[config.mk]
export PLATFORM = sky130hd
export DESIGN_NAME = hmr_readout_regs
export DESIGN_NICKNAME = d
export VERILOG_FILES = /design/src/hmr_readout_regs.v
export VERILOG_INCLUDE_DIRS = /design/src
export SDC_FILE = /design/constraint.sdc
export NUM_CORES = 1
export LEC_CHECK = 0
export BUFFER_PORTS_ARGS = -buffer_cell sky130_fd_sc_hd__clkbuf_2
export CELL_PAD_IN_SITES_DETAIL_PLACEMENT = 0
export CELL_PAD_IN_SITES_GLOBAL_PLACEMENT = 1
export CORE_UTILIZATION = 50
export CTS_BUF_LIST = sky130_fd_sc_hd__clkbuf_4 sky130_fd_sc_hd__clkbuf_8
export DETAILED_ROUTE_END_ITERATION = 10
export PLACE_DENSITY = 0.95
export RECOVER_POWER = 25
export SYNTH_ARGS = -nofsm -noshare
export SYNTH_HDL_FRONTEND = slang
export SYNTH_HIERARCHICAL = 1
export SYNTH_SLANG_ARGS = --single-unit
[constraint.sdc]
create_clock -name sys_clk_i -period 4.7 [get_ports sys_clk_i]
set_input_delay 1.175 -clock sys_clk_i [delete_from_list [all_inputs] [get_ports sys_clk_i]]
set_output_delay 1.175 -clock sys_clk_i [all_outputs]
set_load 0.005 [all_outputs]
[src/hmr_consts.vh]
`ifndef HMR_CONSTS_VH
`define HMR_CONSTS_VH
// ****************************************
// Register offsets
// ****************************************
`define HMR_ADDR_MON_BYTE0 8'h0E
`define HMR_ADDR_MON_BYTE1 8'h0F
`define HMR_ADDR_MON_BYTE2 8'h10
`define HMR_ADDR_THERM 8'h11
`define HMR_ADDR_BATT 8'h12
`define HMR_ADDR_SRC_LVL 8'h13
// ****************************************
// Monitor modes
// ****************************************
`define HMR_MODE_PULSE 1'b0
`define HMR_MODE_POWER 1'b1
// ****************************************
// Field positions
// ****************************************
`define HMR_SHIFT_MSB 7
`define HMR_SHIFT_LSB 4
// ****************************************
// Reset values and timing
// ****************************************
`define HMR_RST_BYTE 8'h00
`define HMR_SAMPLE_PERIOD_NS 1000000
`define HMR_CLK_PERIOD_NS 5
`define HMR_SAMPLE_CYCLES (`HMR_SAMPLE_PERIOD_NS / `HMR_CLK_PERIOD_NS)
`endif

[src/hmr_readout_regs.v]
`include "hmr_consts.vh"

// Summary of operation
// RULE1: Monitor byte layout follows the monitor mode from the control register.
// RULE2: Pulse mode: 24-bit count, low byte at lowest address.
// RULE3: Power mode: mantissa low bytes, top byte holds shift and mantissa 19:16.
// RULE4: Host rebuilds energy as mantissa shifted by exponent times scale factor.
// RULE5: Thermistor divider code exposed as an 8-bit reading.
// RULE6: Host may derive thermistor resistance from the code.
// RULE7: Battery voltage code held at its own address.
// RULE8: Source-level register reports regulation code set by strap pins.
// RULE9: Host should read the regulation setting register after writing it.
// RULE10: Storage readings refresh only at each monitoring interval.
// RULE11: Result-ready flag sets on new monitor result when enabled.
// RULE12: Straps rule while load bit is 0, written setting once it is 1.
// RULE13: Writes to result registers are ignored.
module hmr_readout_regs #(
    parameter SAMPLE_CYCLES = `HMR_SAMPLE_CYCLES
) (
    // Clock and reset
    input wire sys_clk_i,
    input wire rst_n_i,
    // Register port
    input wire [7:0] reg_addr_i,
    input wire reg_rd_i,
    input wire reg_wr_i,
    input wire [7:0] reg_wdata_i,
    output reg [7:0] reg_rdata_o,
    // Configuration
    input wire energy_monitor_control_i,
    input wire load_config_i,
    input wire [7:0] source_regulation_setting_i,
    input wire monitor_irq_enable_i,
    input wire monitor_flag_clear_i,
    // Measurement sources, asynchronous
    input wire [5:0] source_level_strap_pins_i,
    input wire [7:0] thermistor_code_i,
    input wire [7:0] battery_code_i,
    // Monitor result from the energy measurement
    input wire mon_valid_i,
    input wire [23:0] mon_count_i,
    input wire [19:0] mon_mantissa_i,
    input wire [3:0] mon_shift_i,
    // Status
    output reg monitor_result_ready_o
);

    // ****************************************
    // Input synchronisers
    // ****************************************
    wire [5:0] strap_sync;
    wire strap_settled;
    wire [7:0] therm_sync;
    wire therm_settled;
    wire [7:0] batt_sync;
    wire batt_settled;

    hmr_sync_word #(
        .WIDTH(6)
    ) strap_sync_inst (
        .sys_clk_i(sys_clk_i),
        .rst_n_i(rst_n_i),
        .async_i(source_level_strap_pins_i),
        .word_o(strap_sync),
        .settled_o(strap_settled)
    );

    hmr_sync_word #(
        .WIDTH(8)
    ) therm_sync_inst (
        .sys_clk_i(sys_clk_i),
        .rst_n_i(rst_n_i),
        .async_i(thermistor_code_i),
        .word_o(therm_sync),
        .settled_o(therm_settled)
    );

    hmr_sync_word #(
        .WIDTH(8)
    ) batt_sync_inst (
        .sys_clk_i(sys_clk_i),
        .rst_n_i(rst_n_i),
        .async_i(battery_code_i),
        .word_o(batt_sync),
        .settled_o(batt_settled)
    );

    // ****************************************
    // Periodic sampling tick
    // ****************************************
    localparam [31:0] LAST_COUNT = SAMPLE_CYCLES - 1;
    reg [31:0] tick_cnt;
    wire tick = (tick_cnt == LAST_COUNT);

    always @(posedge sys_clk_i or negedge rst_n_i) begin
        if (!rst_n_i) begin
            tick_cnt <= 32'h00000000;
        end else if (tick) begin
            tick_cnt <= 32'h00000000;
        end else begin
            tick_cnt <= tick_cnt + 32'h00000001;
        end
    end

    // ****************************************
    // Stored readings
    // ****************************************
    reg [7:0] energy_monitor_byte0;
    reg [7:0] energy_monitor_byte1;
    reg [7:0] energy_monitor_byte2;
    reg [7:0] thermistor_reading;
    reg [7:0] battery_voltage_reading;
    reg [7:0] source_level_reading;

    // ****************************************
    // Monitor byte layout per mode
    // ****************************************
    // Mode is taken at the edge that carries the result, so a later
    // mode change never reformats a stored result
    reg [7:0] next_mon_byte0;
    reg [7:0] next_mon_byte1;
    reg [7:0] next_mon_byte2;

    always @* begin
        next_mon_byte0 = energy_monitor_byte0;
        next_mon_byte1 = energy_monitor_byte1;
        next_mon_byte2 = energy_monitor_byte2;
        if (mon_valid_i) begin
            if (energy_monitor_control_i == `HMR_MODE_PULSE) begin // RULE1
                next_mon_byte0 = mon_count_i[7:0]; // RULE2
                next_mon_byte1 = mon_count_i[15:8]; // RULE2
                next_mon_byte2 = mon_count_i[23:16]; // RULE2
            end else begin
                next_mon_byte0 = mon_mantissa_i[7:0]; // RULE3
                next_mon_byte1 = mon_mantissa_i[15:8]; // RULE3
                next_mon_byte2 = {mon_shift_i, mon_mantissa_i[19:16]}; // RULE3
            end
        end
    end

    // Host writes never reach the stored results
    always @(posedge sys_clk_i or negedge rst_n_i) begin
        if (!rst_n_i) begin
            energy_monitor_byte0 <= `HMR_RST_BYTE;
            energy_monitor_byte1 <= `HMR_RST_BYTE;
            energy_monitor_byte2 <= `HMR_RST_BYTE;
        end else begin
            energy_monitor_byte0 <= next_mon_byte0; // RULE13
            energy_monitor_byte1 <= next_mon_byte1; // RULE13
            energy_monitor_byte2 <= next_mon_byte2; // RULE13
        end
    end

    // ****************************************
    // Periodic converter readings
    // ****************************************
    // A word still moving at the tick is skipped until the next tick,
    // so a reading never mixes bits of two conversions
    wire therm_load = tick && therm_settled;
    wire batt_load = tick && batt_settled;
    reg [7:0] next_therm;
    reg [7:0] next_batt;
    reg [7:0] next_src;

    always @* begin
        next_therm = thermistor_reading;
        next_batt = battery_voltage_reading;
        next_src = source_level_reading;
        if (therm_load) begin
            next_therm = therm_sync; // RULE5
        end
        if (batt_load) begin
            next_batt = batt_sync; // RULE7 RULE10
        end
        if (tick) begin
            if (!load_config_i) begin
                if (strap_settled) begin
                    next_src = {2'b00, strap_sync}; // RULE8 RULE12
                end
            end else begin
                next_src = source_regulation_setting_i; // RULE12
            end
        end
    end

    always @(posedge sys_clk_i or negedge rst_n_i) begin
        if (!rst_n_i) begin
            thermistor_reading <= `HMR_RST_BYTE;
        end else begin
            thermistor_reading <= next_therm;
        end
    end

    always @(posedge sys_clk_i or negedge rst_n_i) begin
        if (!rst_n_i) begin
            battery_voltage_reading <= `HMR_RST_BYTE;
        end else begin
            battery_voltage_reading <= next_batt;
        end
    end

    always @(posedge sys_clk_i or negedge rst_n_i) begin
        if (!rst_n_i) begin
            source_level_reading <= `HMR_RST_BYTE;
        end else begin
            source_level_reading <= next_src; // RULE10
        end
    end

    // ****************************************
    // Result-ready flag, set wins over clear
    // ****************************************
    reg next_flag;

    always @* begin
        next_flag = monitor_result_ready_o;
        if (mon_valid_i && monitor_irq_enable_i) begin
            next_flag = 1'b1; // RULE11
        end else if (monitor_flag_clear_i) begin
            next_flag = 1'b0;
        end
    end

    always @(posedge sys_clk_i or negedge rst_n_i) begin
        if (!rst_n_i) begin
            monitor_result_ready_o <= 1'b0;
        end else begin
            monitor_result_ready_o <= next_flag;
        end
    end

    // ****************************************
    // Read port
    // ****************************************
    // Every register of this group is read-only: the write strobe and
    // write data reach no state at all
    reg [7:0] next_rdata;

    always @* begin
        case (reg_addr_i)
            `HMR_ADDR_MON_BYTE0: next_rdata = energy_monitor_byte0;
            `HMR_ADDR_MON_BYTE1: next_rdata = energy_monitor_byte1;
            `HMR_ADDR_MON_BYTE2: next_rdata = energy_monitor_byte2;
            `HMR_ADDR_THERM: next_rdata = thermistor_reading;
            `HMR_ADDR_BATT: next_rdata = battery_voltage_reading;
            `HMR_ADDR_SRC_LVL: next_rdata = source_level_reading;
            default: next_rdata = 8'h00;
        endcase
    end

    always @(posedge sys_clk_i or negedge rst_n_i) begin
        if (!rst_n_i) begin
            reg_rdata_o <= 8'h00;
        end else if (reg_rd_i) begin
            reg_rdata_o <= next_rdata;
        end
    end

endmodule

// ****************************************
// Word synchroniser with settle detect
// ****************************************
// Two flip-flops bring a level word into the clock domain; a third
// stage tells the reader when the word has held still for two cycles
module hmr_sync_word #(
    parameter WIDTH = 8
) (
    // Clock and reset
    input wire sys_clk_i,
    input wire rst_n_i,
    // Asynchronous word in
    input wire [WIDTH-1:0] async_i,
    // Synchronised word out
    output reg [WIDTH-1:0] word_o,
    output reg settled_o
);

    reg [WIDTH-1:0] stage1;
    reg [WIDTH-1:0] stage2;

    always @(posedge sys_clk_i or negedge rst_n_i) begin
        if (!rst_n_i) begin
            stage1 <= {WIDTH{1'b0}};
            stage2 <= {WIDTH{1'b0}};
            word_o <= {WIDTH{1'b0}};
        end else begin
            stage1 <= async_i;
            stage2 <= stage1;
            word_o <= stage2;
        end
    end

    always @(posedge sys_clk_i or negedge rst_n_i) begin
        if (!rst_n_i) begin
            settled_o <= 1'b0;
        end else begin
            settled_o <= (stage2 == word_o);
        end
    end

endmodule

==> results of run 1 <==
[cell usage in the layout, fill, tap and decap left out, types with 5 or more instances in the layout]
| master | n |
|---|---|
| o31ai_1 | 5 |
| clkinv_2 | 5 |
| nor2_1 | 43 |
| and3_1 | 12 |
| a221oi_1 | 8 |
| o21ai_0 | 5 |
| mux2i_1 | 24 |
| clkbuf_2 | 102 |
| nand2_1 | 22 |
| xnor2_1 | 33 |
| inv_1 | 12 |
| mux2_2 | 16 |
| clkbuf_8 | 19 |
| nor3_1 | 12 |
| a21oi_1 | 36 |
| mux4_2 | 8 |
| dfrtp_1 | 158 |
| and4_1 | 5 |
| nand3_1 | 12 |
| xor2_1 | 14 |
| nand4_1 | 15 |
[report_power, final]
part	internal [mW]	switching [mW]
registers	1.42	0.0364
logic	0.0814	0.0899
clock network	0.499	0.473
[metal layers]
metal / GRT usage / vias up
li1: - / 2007
met1: 0.261 / 2132
met2: 0.346 / 129
met3: 0.0497 / 20
met4: 0.0987 / 0
met5: 0 / -
[kinds of logic (layout without fill, tap and decap cells)]
logic type | count (synthesis) | after routing
xor gates and xnor gates | 47 | 47
buffers and inverters | 32 | 147
adders and majority gates | 1 | 1
muxes | 48 | 48
AOI/OAI and AO/OA | 66 | 66
DFF | 158 | 158
and+or+nand+nor | 154 | 154
[worst min-delay path by stage]
stage                                              from                                   to  cells after the start
finish              therm_sync_inst/stage1[1]$_DFF_PN0_  therm_sync_inst/stage2[1]$_DFF_PN0_                      0
global route        therm_sync_inst/stage1[6]$_DFF_PN0_  therm_sync_inst/stage2[6]$_DFF_PN0_                      0
CTS                 strap_sync_inst/stage1[1]$_DFF_PN0_  strap_sync_inst/stage2[1]$_DFF_PN0_                      0
detailed placement   batt_sync_inst/stage1[6]$_DFF_PN0_   batt_sync_inst/stage2[6]$_DFF_PN0_                      0
global placement    therm_sync_inst/stage1[5]$_DFF_PN0_  therm_sync_inst/stage2[5]$_DFF_PN0_                      0
floorplan            batt_sync_inst/stage1[0]$_DFF_PN0_   batt_sync_inst/stage2[0]$_DFF_PN0_                      0
[final cells by class]
| type | count | area [um^2] |
|---|---|---|
| multi-input cells | 316 | 2340 |
| well taps | 172 | 215 |
| fillers | 1018 | 5100 |
| clock inverters | 11 | 118 |
| inverters | 12 | 45.0 |
| flip-flops and latches | 158 | 3950 |
| clock buffers | 20 | 269 |
| repair buffers | 104 | 526 |
[metrics by stage]
step                std cells  worst slack [ns]
floorplan                 506              2.17
global placement          762              1.89
detailed placement        762              1.80
CTS                       793              2.22
global route              793              1.33
finish                    793              1.78
[worst reg2reg max path, delay by kind of cell, from the launching register on]
family        cells  cell delay, ns
simple gates      3            1.56
flops             1            0.44
mux               1            0.39
==> results.json, run 1 <==
{
  "status": "complete, but fails checks",
  "violations": "capacitance limit, slew limit",
  "period_share": 0.621,
  "cts_resized": 0,
  "p_leak_nw": 3.45,
  "postCtsSetupBuffers": 0,
  "critPathArrivalTime_ns": 2.95,
  "synth_common_cells": "dfrtp_1, nor2_1, a21oi_1",
  "power_mw": 2.60,
  "drc": 0,
  "grt_antenna_before_repair": 0,
  "wl_met2_um": 6460,
  "routed.top_layer": "met4",
  "ys_warn_count": 6,
  "cts_tree": "done",
  "nets": 713,
  "drv_slew": 103,
  "p_per_area_nw_per_um2": 348,
  "whs_ns": 0.348,
  "r2r_end": "thermistor_reading[5]$_DFFE_PN0P_",
  "setup_viol": 0,
  "synth_top_family_by_area": "simple AND/OR/NAND/NOR gates",
  "cts_hold_buf": 0,
  "layout_min_cycle_time_ns": 2.92,
  "synth_area_leaders": "dfrtp_1, xnor2_1, mux2i_1, a21oi_1, mux2_2",
  "reg2reg_depth": 4,
  "path_class": "in2async",
  "synthFlopType": "dfrtp_1",
  "hold_path_class": "reg2reg",
  "cap_violations": 1,
  "tns_ns": 0,
  "cts.sinks": 158,
  "vias_per_cell": 5.41,
  "clock-skew-final_ns": 0.0103,
  "synthMuxAreaShare": 0.0933,
  "path_buf_inv": 1,
  "worstMarginPinSlew_ns": 2.46,
  "drt_wl_total_um": 12800,
  "die_area_um2": 13300,
  "crit_path_start": "rst_n_i",
  "first_pass_iters": 4,
  "critPathLaunchType": "primary input",
  "fin_area_um2": 7470,
  "io-pin-count": 112,
  "cpPeakStageDelay_ns": 1.68,
  "netlist_instances": 506,
  "ys_seq_area_frac": 0.614,
  "cts_made_buffers": 17,
  "place_area_um2": 7090,
  "cp.depth": 1,
  "grt_pass1_wl_um": 20700,
  "final_core_util": 0.594,
  "core_area_um2": 12600,
  "fmax_mhz": 343,
  "grt_max_degree": 103,
  "postRouteAntennaNets": 0,
  "cp_slowest_cell": "clkbuf_2",
  "hpwl_um": 9350,
  "clockBufferDepth": 2,
  "synth_most_common_cell": "dfrtp_1",
  "htreeDepth": 4,
  "track_usage": 0.209,
  "drt_iter0_markers": 318,
  "syn_avg_cell_area_um2": 12.7,
  "rr_startpoint": "tick_cnt[19]$_DFF_PN0_",
  "wl_per_cell_um": 16.2,
  "clk_latency_ns": 0.44,
  "largest_register_ffs": 32,
  "rsz0062_at_grt": "false",
  "reg2reg_slack_ns": 2.19,
  "start_util": 0.512,
  "antennaDiodeCount": 0,
  "place.port_buffers": 102,
  "critPathTopFamily": "buffers and inverters",
  "synth_area_um2": 6440,
  "area_growth_pct": 15.9,
  "wl_met3_um": 646,
  "synth-adder-area-share": 0.00194,
  "async_flop_share": 1.00,
  "yosys.area_share.xor_xnor": 0.0639,
  "critPathCapture": "tick_cnt[21]$_DFF_PN0_",
  "yosys.area_share.simple": 0.140,
  "overflow": 0,
  "fp.dieW_um": 115,
  "die_h_um": 115,
  "synth_top_area_frac": 0.614,
  "relSlewSlack": -0.640,
  "drive_gt1_frac": 0.277,
  "final_hold_viol_count": 0,
  "vdd_ir_drop_max_v": 0.000165,
  "cp_max_fo": 102,
  "synth_edf_count": 0,
  "gp_congestion": 0.839,
  "yosys.area.top_type": "dfrtp_1",
  "ys_seq_elements": 158,
  "critical_path_required_ns": 4.73,
  "ys_types": 47,
  "syn-num-nets": 610,
  "worstSetupEndpointType": "asynchronous set/reset pin",
  "worstPathCellList": "clkbuf_2",
  "met1_length_um": 5450,
  "vias": 4288,
  "top_register": "tick_cnt",
  "synth-compound-area-share": 0.0639,
  "grt_pass1_vias": 4252,
  "path_clk_slew_ns": 0.08,
  "rows": 41,
  "ctsRootBufferMaster": "clkbuf_8"
}
(Power assumes the default switching activity.)
==> inputs of run 2 (changes only) <==
- ABC_AREA: unset -> 1
- CORE_UTILIZATION: 50 -> 43
- PLACE_DENSITY: 0.95 -> 0.89
- clock period: 4.7 -> 2.9 ns (I/O delays scaled with it)
==> results.json, run 2 <==
{
  "status": "complete, but fails checks",
  "violations": "capacitance limit, slew limit",
  "overflow": 0,
  "synth_common_cells": "nand2_1, dfrtp_1, nor2_1",
  "syn_avg_cell_area_um2": 8.05,
  "synth_top_family_by_area": "simple AND/OR/NAND/NOR gates",
  "critPathArrivalTime_ns": 2.43,
  "hpwl_um": 11100,
  "drv_slew": 61,
  "worst_slack_ns": 0.833,
  "path_class": "reg2reg",
  "rows": 46,
  "track_usage": 0.193,
  "hold_path_class": "reg2reg",
  "whs_ns": 0.348,
  "r2r_end": "battery_voltage_reading[4]$_DFFE_PN0P_",
  "synthFlopType": "dfrtp_1",
  "synthMuxAreaShare": 0.00956,
  "reg2reg_depth": 8,
  "ys_seq_area_frac": 0.559,
  "synth_area_leaders": "dfrtp_1, nand2_1, nor2_1, inv_1, nand3_1",
  "cts_hold_buf": 0,
  "cts_resized": 0,
  "synth_area_um2": 7070,
  "syn-num-nets": 982,
  "largest_register_ffs": 32,
  "final_common_cell": "nand2_1",
  "dp.cells": 1185,
  "yosys.area.top_type": "dfrtp_1",
  "wl_per_cell_um": 12.3,
  "grt_antenna_before_repair": 0,
  "synth_edf_count": 0,
  "area_growth_pct": 16.6,
  "setup_viol": 0,
  "worstMarginPinSlew_ns": 1.58,
  "final_core_util": 0.517,
  "p_per_area_nw_per_um2": 516,
  "yosys.area_share.simple": 0.296,
  "clk_latency_ns": 0.46,
  "clock-skew-final_ns": 0.0143,
  "synth_most_common_cell": "nand2_1",
  "clockBufferDepth": 2,
  "die_h_um": 130,
  "place.port_buffers": 102,
  "fp.dieW_um": 130,
  "io-pin-count": 112,
  "synth-compound-area-share": 0.0373,
  "vdd_ir_drop_max_v": 0.000285,
  "ctsRootBufferMaster": "clkbuf_8",
  "synth_top_area_frac": 0.559,
  "path_clk_slew_ns": 0.09,
  "cts_tree": "done",
  "cp_max_fo": 37,
  "relSlewSlack": -0.0504,
  "grt_pass1_vias": 5244,
  "layout_common_cells": "nand2_1, dfrtp_1, nor2_1",
  "vias": 5564,
  "hold_end": "strap_sync_inst/stage2[4]$_DFF_PN0_",
  "hp-start": "strap_sync_inst/stage1[4]$_DFF_PN0_",
  "fmax_mhz": 484,
  "grt_pass1_wl_um": 25000,
  "first_pass_iters": 5,
  "postCtsSetupBuffers": 0,
  "top_register": "tick_cnt",
  "rr_startpoint": "tick_cnt[0]$_DFF_PN0_",
  "drc": 0,
  "drive_gt1_frac": 0.156,
  "period_share": 0.713,
  "layout_min_cycle_time_ns": 2.07,
  "antennaDiodeCount": 0,
  "postRouteAntennaNets": 0,
  "ys_seq_elements": 158,
  "synth-adder-area-share": 0.00177,
  "drt_wl_total_um": 15000,
  "async_flop_share": 1.00,
  "worstSetupEndpointType": "register",
  "whs_path_depth": 0,
  "ys_warn_count": 6,
  "rsz0062_at_grt": "false",
  "reg2reg_slack_ns": 0.83,
  "drt_iter0_markers": 253,
  "tns_ns": 0,
  "netlist_instances": 878,
  "cts.sinks": 158,
  "p_leak_nw": 4.41,
  "gp_congestion": 0.863,
  "instances_no_fill": 1217,
  "grt_max_degree": 63,
  "critPathLaunchType": "register",
  "core_area_um2": 15900,
  "critical_path_required_ns": 3.26,
  "start_util": 0.443,
  "place_ws_ns": 0.838,
  "cts_made_buffers": 17,
  "vias_per_cell": 4.57,
  "die_area_um2": 17000,
  "yosys.area_share.xor_xnor": 0.0211,
  "nets": 1092,
  "cap_violations": 1,
  "ys_types": 27,
  "htreeDepth": 4,
  "final_hold_viol_count": 0
}
[run 2: changes by cell type in the layout (fill, tap and decap cells not counted), sizes merged, moves of 11 or more]
cell and delta:
a21oi -36, and3 -12, mux2i -24, nor2 +96, inv +109, nand2 +249
o21ai +39, nand3 +65, nand4 -11, xnor2 -30
[run 2: how the worst max path moves through the flow]
stage | startpoint | to | slack, ns | depth (start not counted)
6_report | tick_cnt[0]$_DFF_PN0_ | battery_voltage_reading[4]$_DFFE_PN0P_ | 0.83 | 8
2_1_floorplan | load_config_i | source_level_reading[6]$_DFFE_PN0P_ | 1.13 | 6
3_3_place_gp | tick_cnt[0]$_DFF_PN0_ | thermistor_reading[7]$_DFFE_PN0P_ | 0.86 | 8
5_1_grt | tick_cnt[0]$_DFF_PN0_ | source_level_reading[1]$_DFFE_PN0P_ | 0.59 | 8
3_5_place_dp | tick_cnt[0]$_DFF_PN0_ | source_level_reading[1]$_DFFE_PN0P_ | 0.84 | 8
4_1_cts | tick_cnt[0]$_DFF_PN0_ | source_level_reading[1]$_DFFE_PN0P_ | 0.82 | 8
[run 2: final cells by class]
| type | count | area, um^2 |
|---|---|---|
| clock inverters | 14 | 154 |
| inverters | 116 | 435 |
| flip-flops and latches | 158 | 3950 |
| fillers | 1577 | 7700 |
| well taps | 216 | 270 |
| multi-input cells | 585 | 2590 |
| repair buffers | 110 | 596 |
| clock buffers | 18 | 248 |
[run 2: cell families after synthesis]
group / after synthesis
simple gates: 510
compound gates: 51
fa+ha+maj: 1
mux: 6
xor+xnor: 17
flops: 158
buf+inv: 135
[run 2: per-stage QoR]
stage,instance area (um^2),total power [mW]
detailed placement,7850,2.65
CTS,8250,4.31
floorplan,7070,2.49
finish,8240,4.25
global placement,7850,2.64
global route,8240,4.44
[run 2: metal layers]
metal	part of all wire	vias to the layer above	track usage
met5	0	-	0
met4	0.019	0	0.0780
met3	0.048	22	0.0422
met2	0.44	110	0.308
met1	0.50	2506	0.257
li1	-	2926	-
[run 2: critical path: stages, from the launching register on]
cell	delay [ns]
dfrtp_1	0.41
ha_1	0.26
nand3_2	0.18
nor2_1	0.15
nand2_1	0.14
nor2_8	0.45
nand2_2	0.21
nand2_1	0.13
nand2_1	0.05
[run 2: report_power, final]
group	switching, mW	internal [mW]	total [mW]
registers	0.0469	2.29	2.33
clock network	0.851	0.802	1.65
logic	0.157	0.109	0.265
total	1.05	3.20	4.25
==> inputs of run 3 (changes only) <==
- clock period: 2.9 -> 2 ns (I/O delays scaled with it)
==> results.json, run 3 (synthesis gave the netlist of run 2 again) <==
{
  "cp_max_fo": 25,
  "vias": 5614,
  "critical_path_required_ns": 2.35,
  "largest_register_ffs": 32,
  "period_share": 0.899,
  "cts_made_buffers": 17,
  "drt_wl_total_um": 15000,
  "tns_ns": 0,
  "drc": 0,
  "cts_tree": "done",
  "cts.sinks": 158,
  "worstMarginPinSlew_ns": 0.470,
  "postRouteAntennaNets": 0,
  "htreeDepth": 4,
  "vias_per_cell": 4.58,
  "track_usage": 0.195,
  "grt_pass1_wl_um": 25200,
  "top_register": "tick_cnt",
  "postCtsSetupBuffers": 0,
  "relSlewSlack": 0.686,
  "path_class": "reg2reg",
  "p_leak_nw": 4.44,
  "fmax_mhz": 556,
  "die_h_um": 130,
  "place_ws_ns": 0.195,
  "grt_antenna_before_repair": 0,
  "drv_slew": 0,
  "critPathLaunchType": "register",
  "wl_per_cell_um": 12.2,
  "cts_resized": 0,
  "status": "completed",
  "final_hold_viol_count": 0,
  "cap_violations": 0,
  "rsz0062_at_grt": "false",
  "vdd_ir_drop_max_v": 0.000435,
  "drt_iter0_markers": 296,
  "fin_area_um2": 8300,
  "clk_latency_ns": 0.45,
  "clock-skew-final_ns": 0.00790,
  "area_growth_pct": 17.4,
  "final_common_cell": "nand2_1",
  "nets": 1101,
  "clockBufferDepth": 2,
  "layout_common_cells": "nand2_1, dfrtp_1, nor2_1",
  "power_mw": 6.04,
  "worst_slack_ns": 0.202,
  "antennaDiodeCount": 0,
  "rows": 46,
  "start_util": 0.443,
  "grt_max_degree": 65,
  "p_per_area_nw_per_um2": 727,
  "die_area_um2": 17000,
  "ctsRootBufferMaster": "clkbuf_8",
  "drive_gt1_frac": 0.162,
  "core_area_um2": 15900,
  "gp_congestion": 0.842,
  "fp.dieW_um": 130,
  "place_area_um2": 7910,
  "path_clk_slew_ns": 0.09,
  "hpwl_um": 11100,
  "whs_ns": 0.146,
  "hold_path_class": "in2reg",
  "layout_min_cycle_time_ns": 1.80,
  "worstSetupEndpointType": "register",
  "critPathArrivalTime_ns": 2.15,
  "overflow": 0,
  "grt_pass1_vias": 5320,
  "io-pin-count": 112,
  "first_pass_iters": 5,
  "place.port_buffers": 102,
  "setup_viol": 0
}
run 3: path summary, 6_finish.rpt:
kind                            slack [ns]                                endpoint                           startpoint  cells past startpoint
worst max-delay path                  0.20  battery_voltage_reading[4]$_DFFE_PN0P_                tick_cnt[0]$_DFF_PN0_                      8
worst min-delay path                  0.15     therm_sync_inst/stage1[3]$_DFF_PN0_                 thermistor_code_i[3]                      1
worst max register to register        0.20  battery_voltage_reading[4]$_DFFE_PN0P_                tick_cnt[0]$_DFF_PN0_                      8
worst min register to register        0.35     strap_sync_inst/stage2[5]$_DFF_PN0_  strap_sync_inst/stage1[5]$_DFF_PN0_                      0
max in group asynchronous             0.76     therm_sync_inst/stage1[5]$_DFF_PN0_                              rst_n_i                      3
min in group asynchronous             0.55     energy_monitor_byte1[4]$_DFFE_PN0P_                              rst_n_i                      2
run 3: stage by stage:
step	util	std cells
floorplan	-	878
global placement	0.496	1193
detailed placement	0.496	1193
CTS	0.521	1226
global route	0.521	1226
finish	0.521	1226
run 3: layer usage:
layer  wire length (um)  track usage
met3                765       0.0443
met5                  0            0
met2               6620        0.300
met1               7360        0.267
met4                269       0.0787
run 3: area by class of cell:
cell class	instances	area (um^2)
Timing Repair Buffer	119	672
Clock inverter	14	135
Tap cell	216	270
Multi-Input combinational cell	585	2590
Fill cell	1569	7640
Inverter	116	435
Clock buffer	18	248
Sequential cell	158	3950
run 3: critical path: stages, from the launching register on:
cell     delay (ns)
dfrtp_1        0.42
ha_1           0.24
nand3_2        0.11
nor2_1         0.13
nand2_1        0.14
nor2_8         0.32
nand2_2        0.17
nand2_1        0.11
nand2_1        0.05
run 3: what timing repair did:
item / 4_1_cts / 5_1_grt
hold endpoints to repair: 43 / 0
hold buffers: 1 / 0
setup endpoints to repair: 0 / 4
run 3: power by group:
group	internal, mW	leakage (nW)	switching, mW
Sequential	3.31	1.99	0.0680
Clock	1.04	0.188	1.23
Combinational	0.163	2.26	0.230
Total	4.51	4.44	1.52
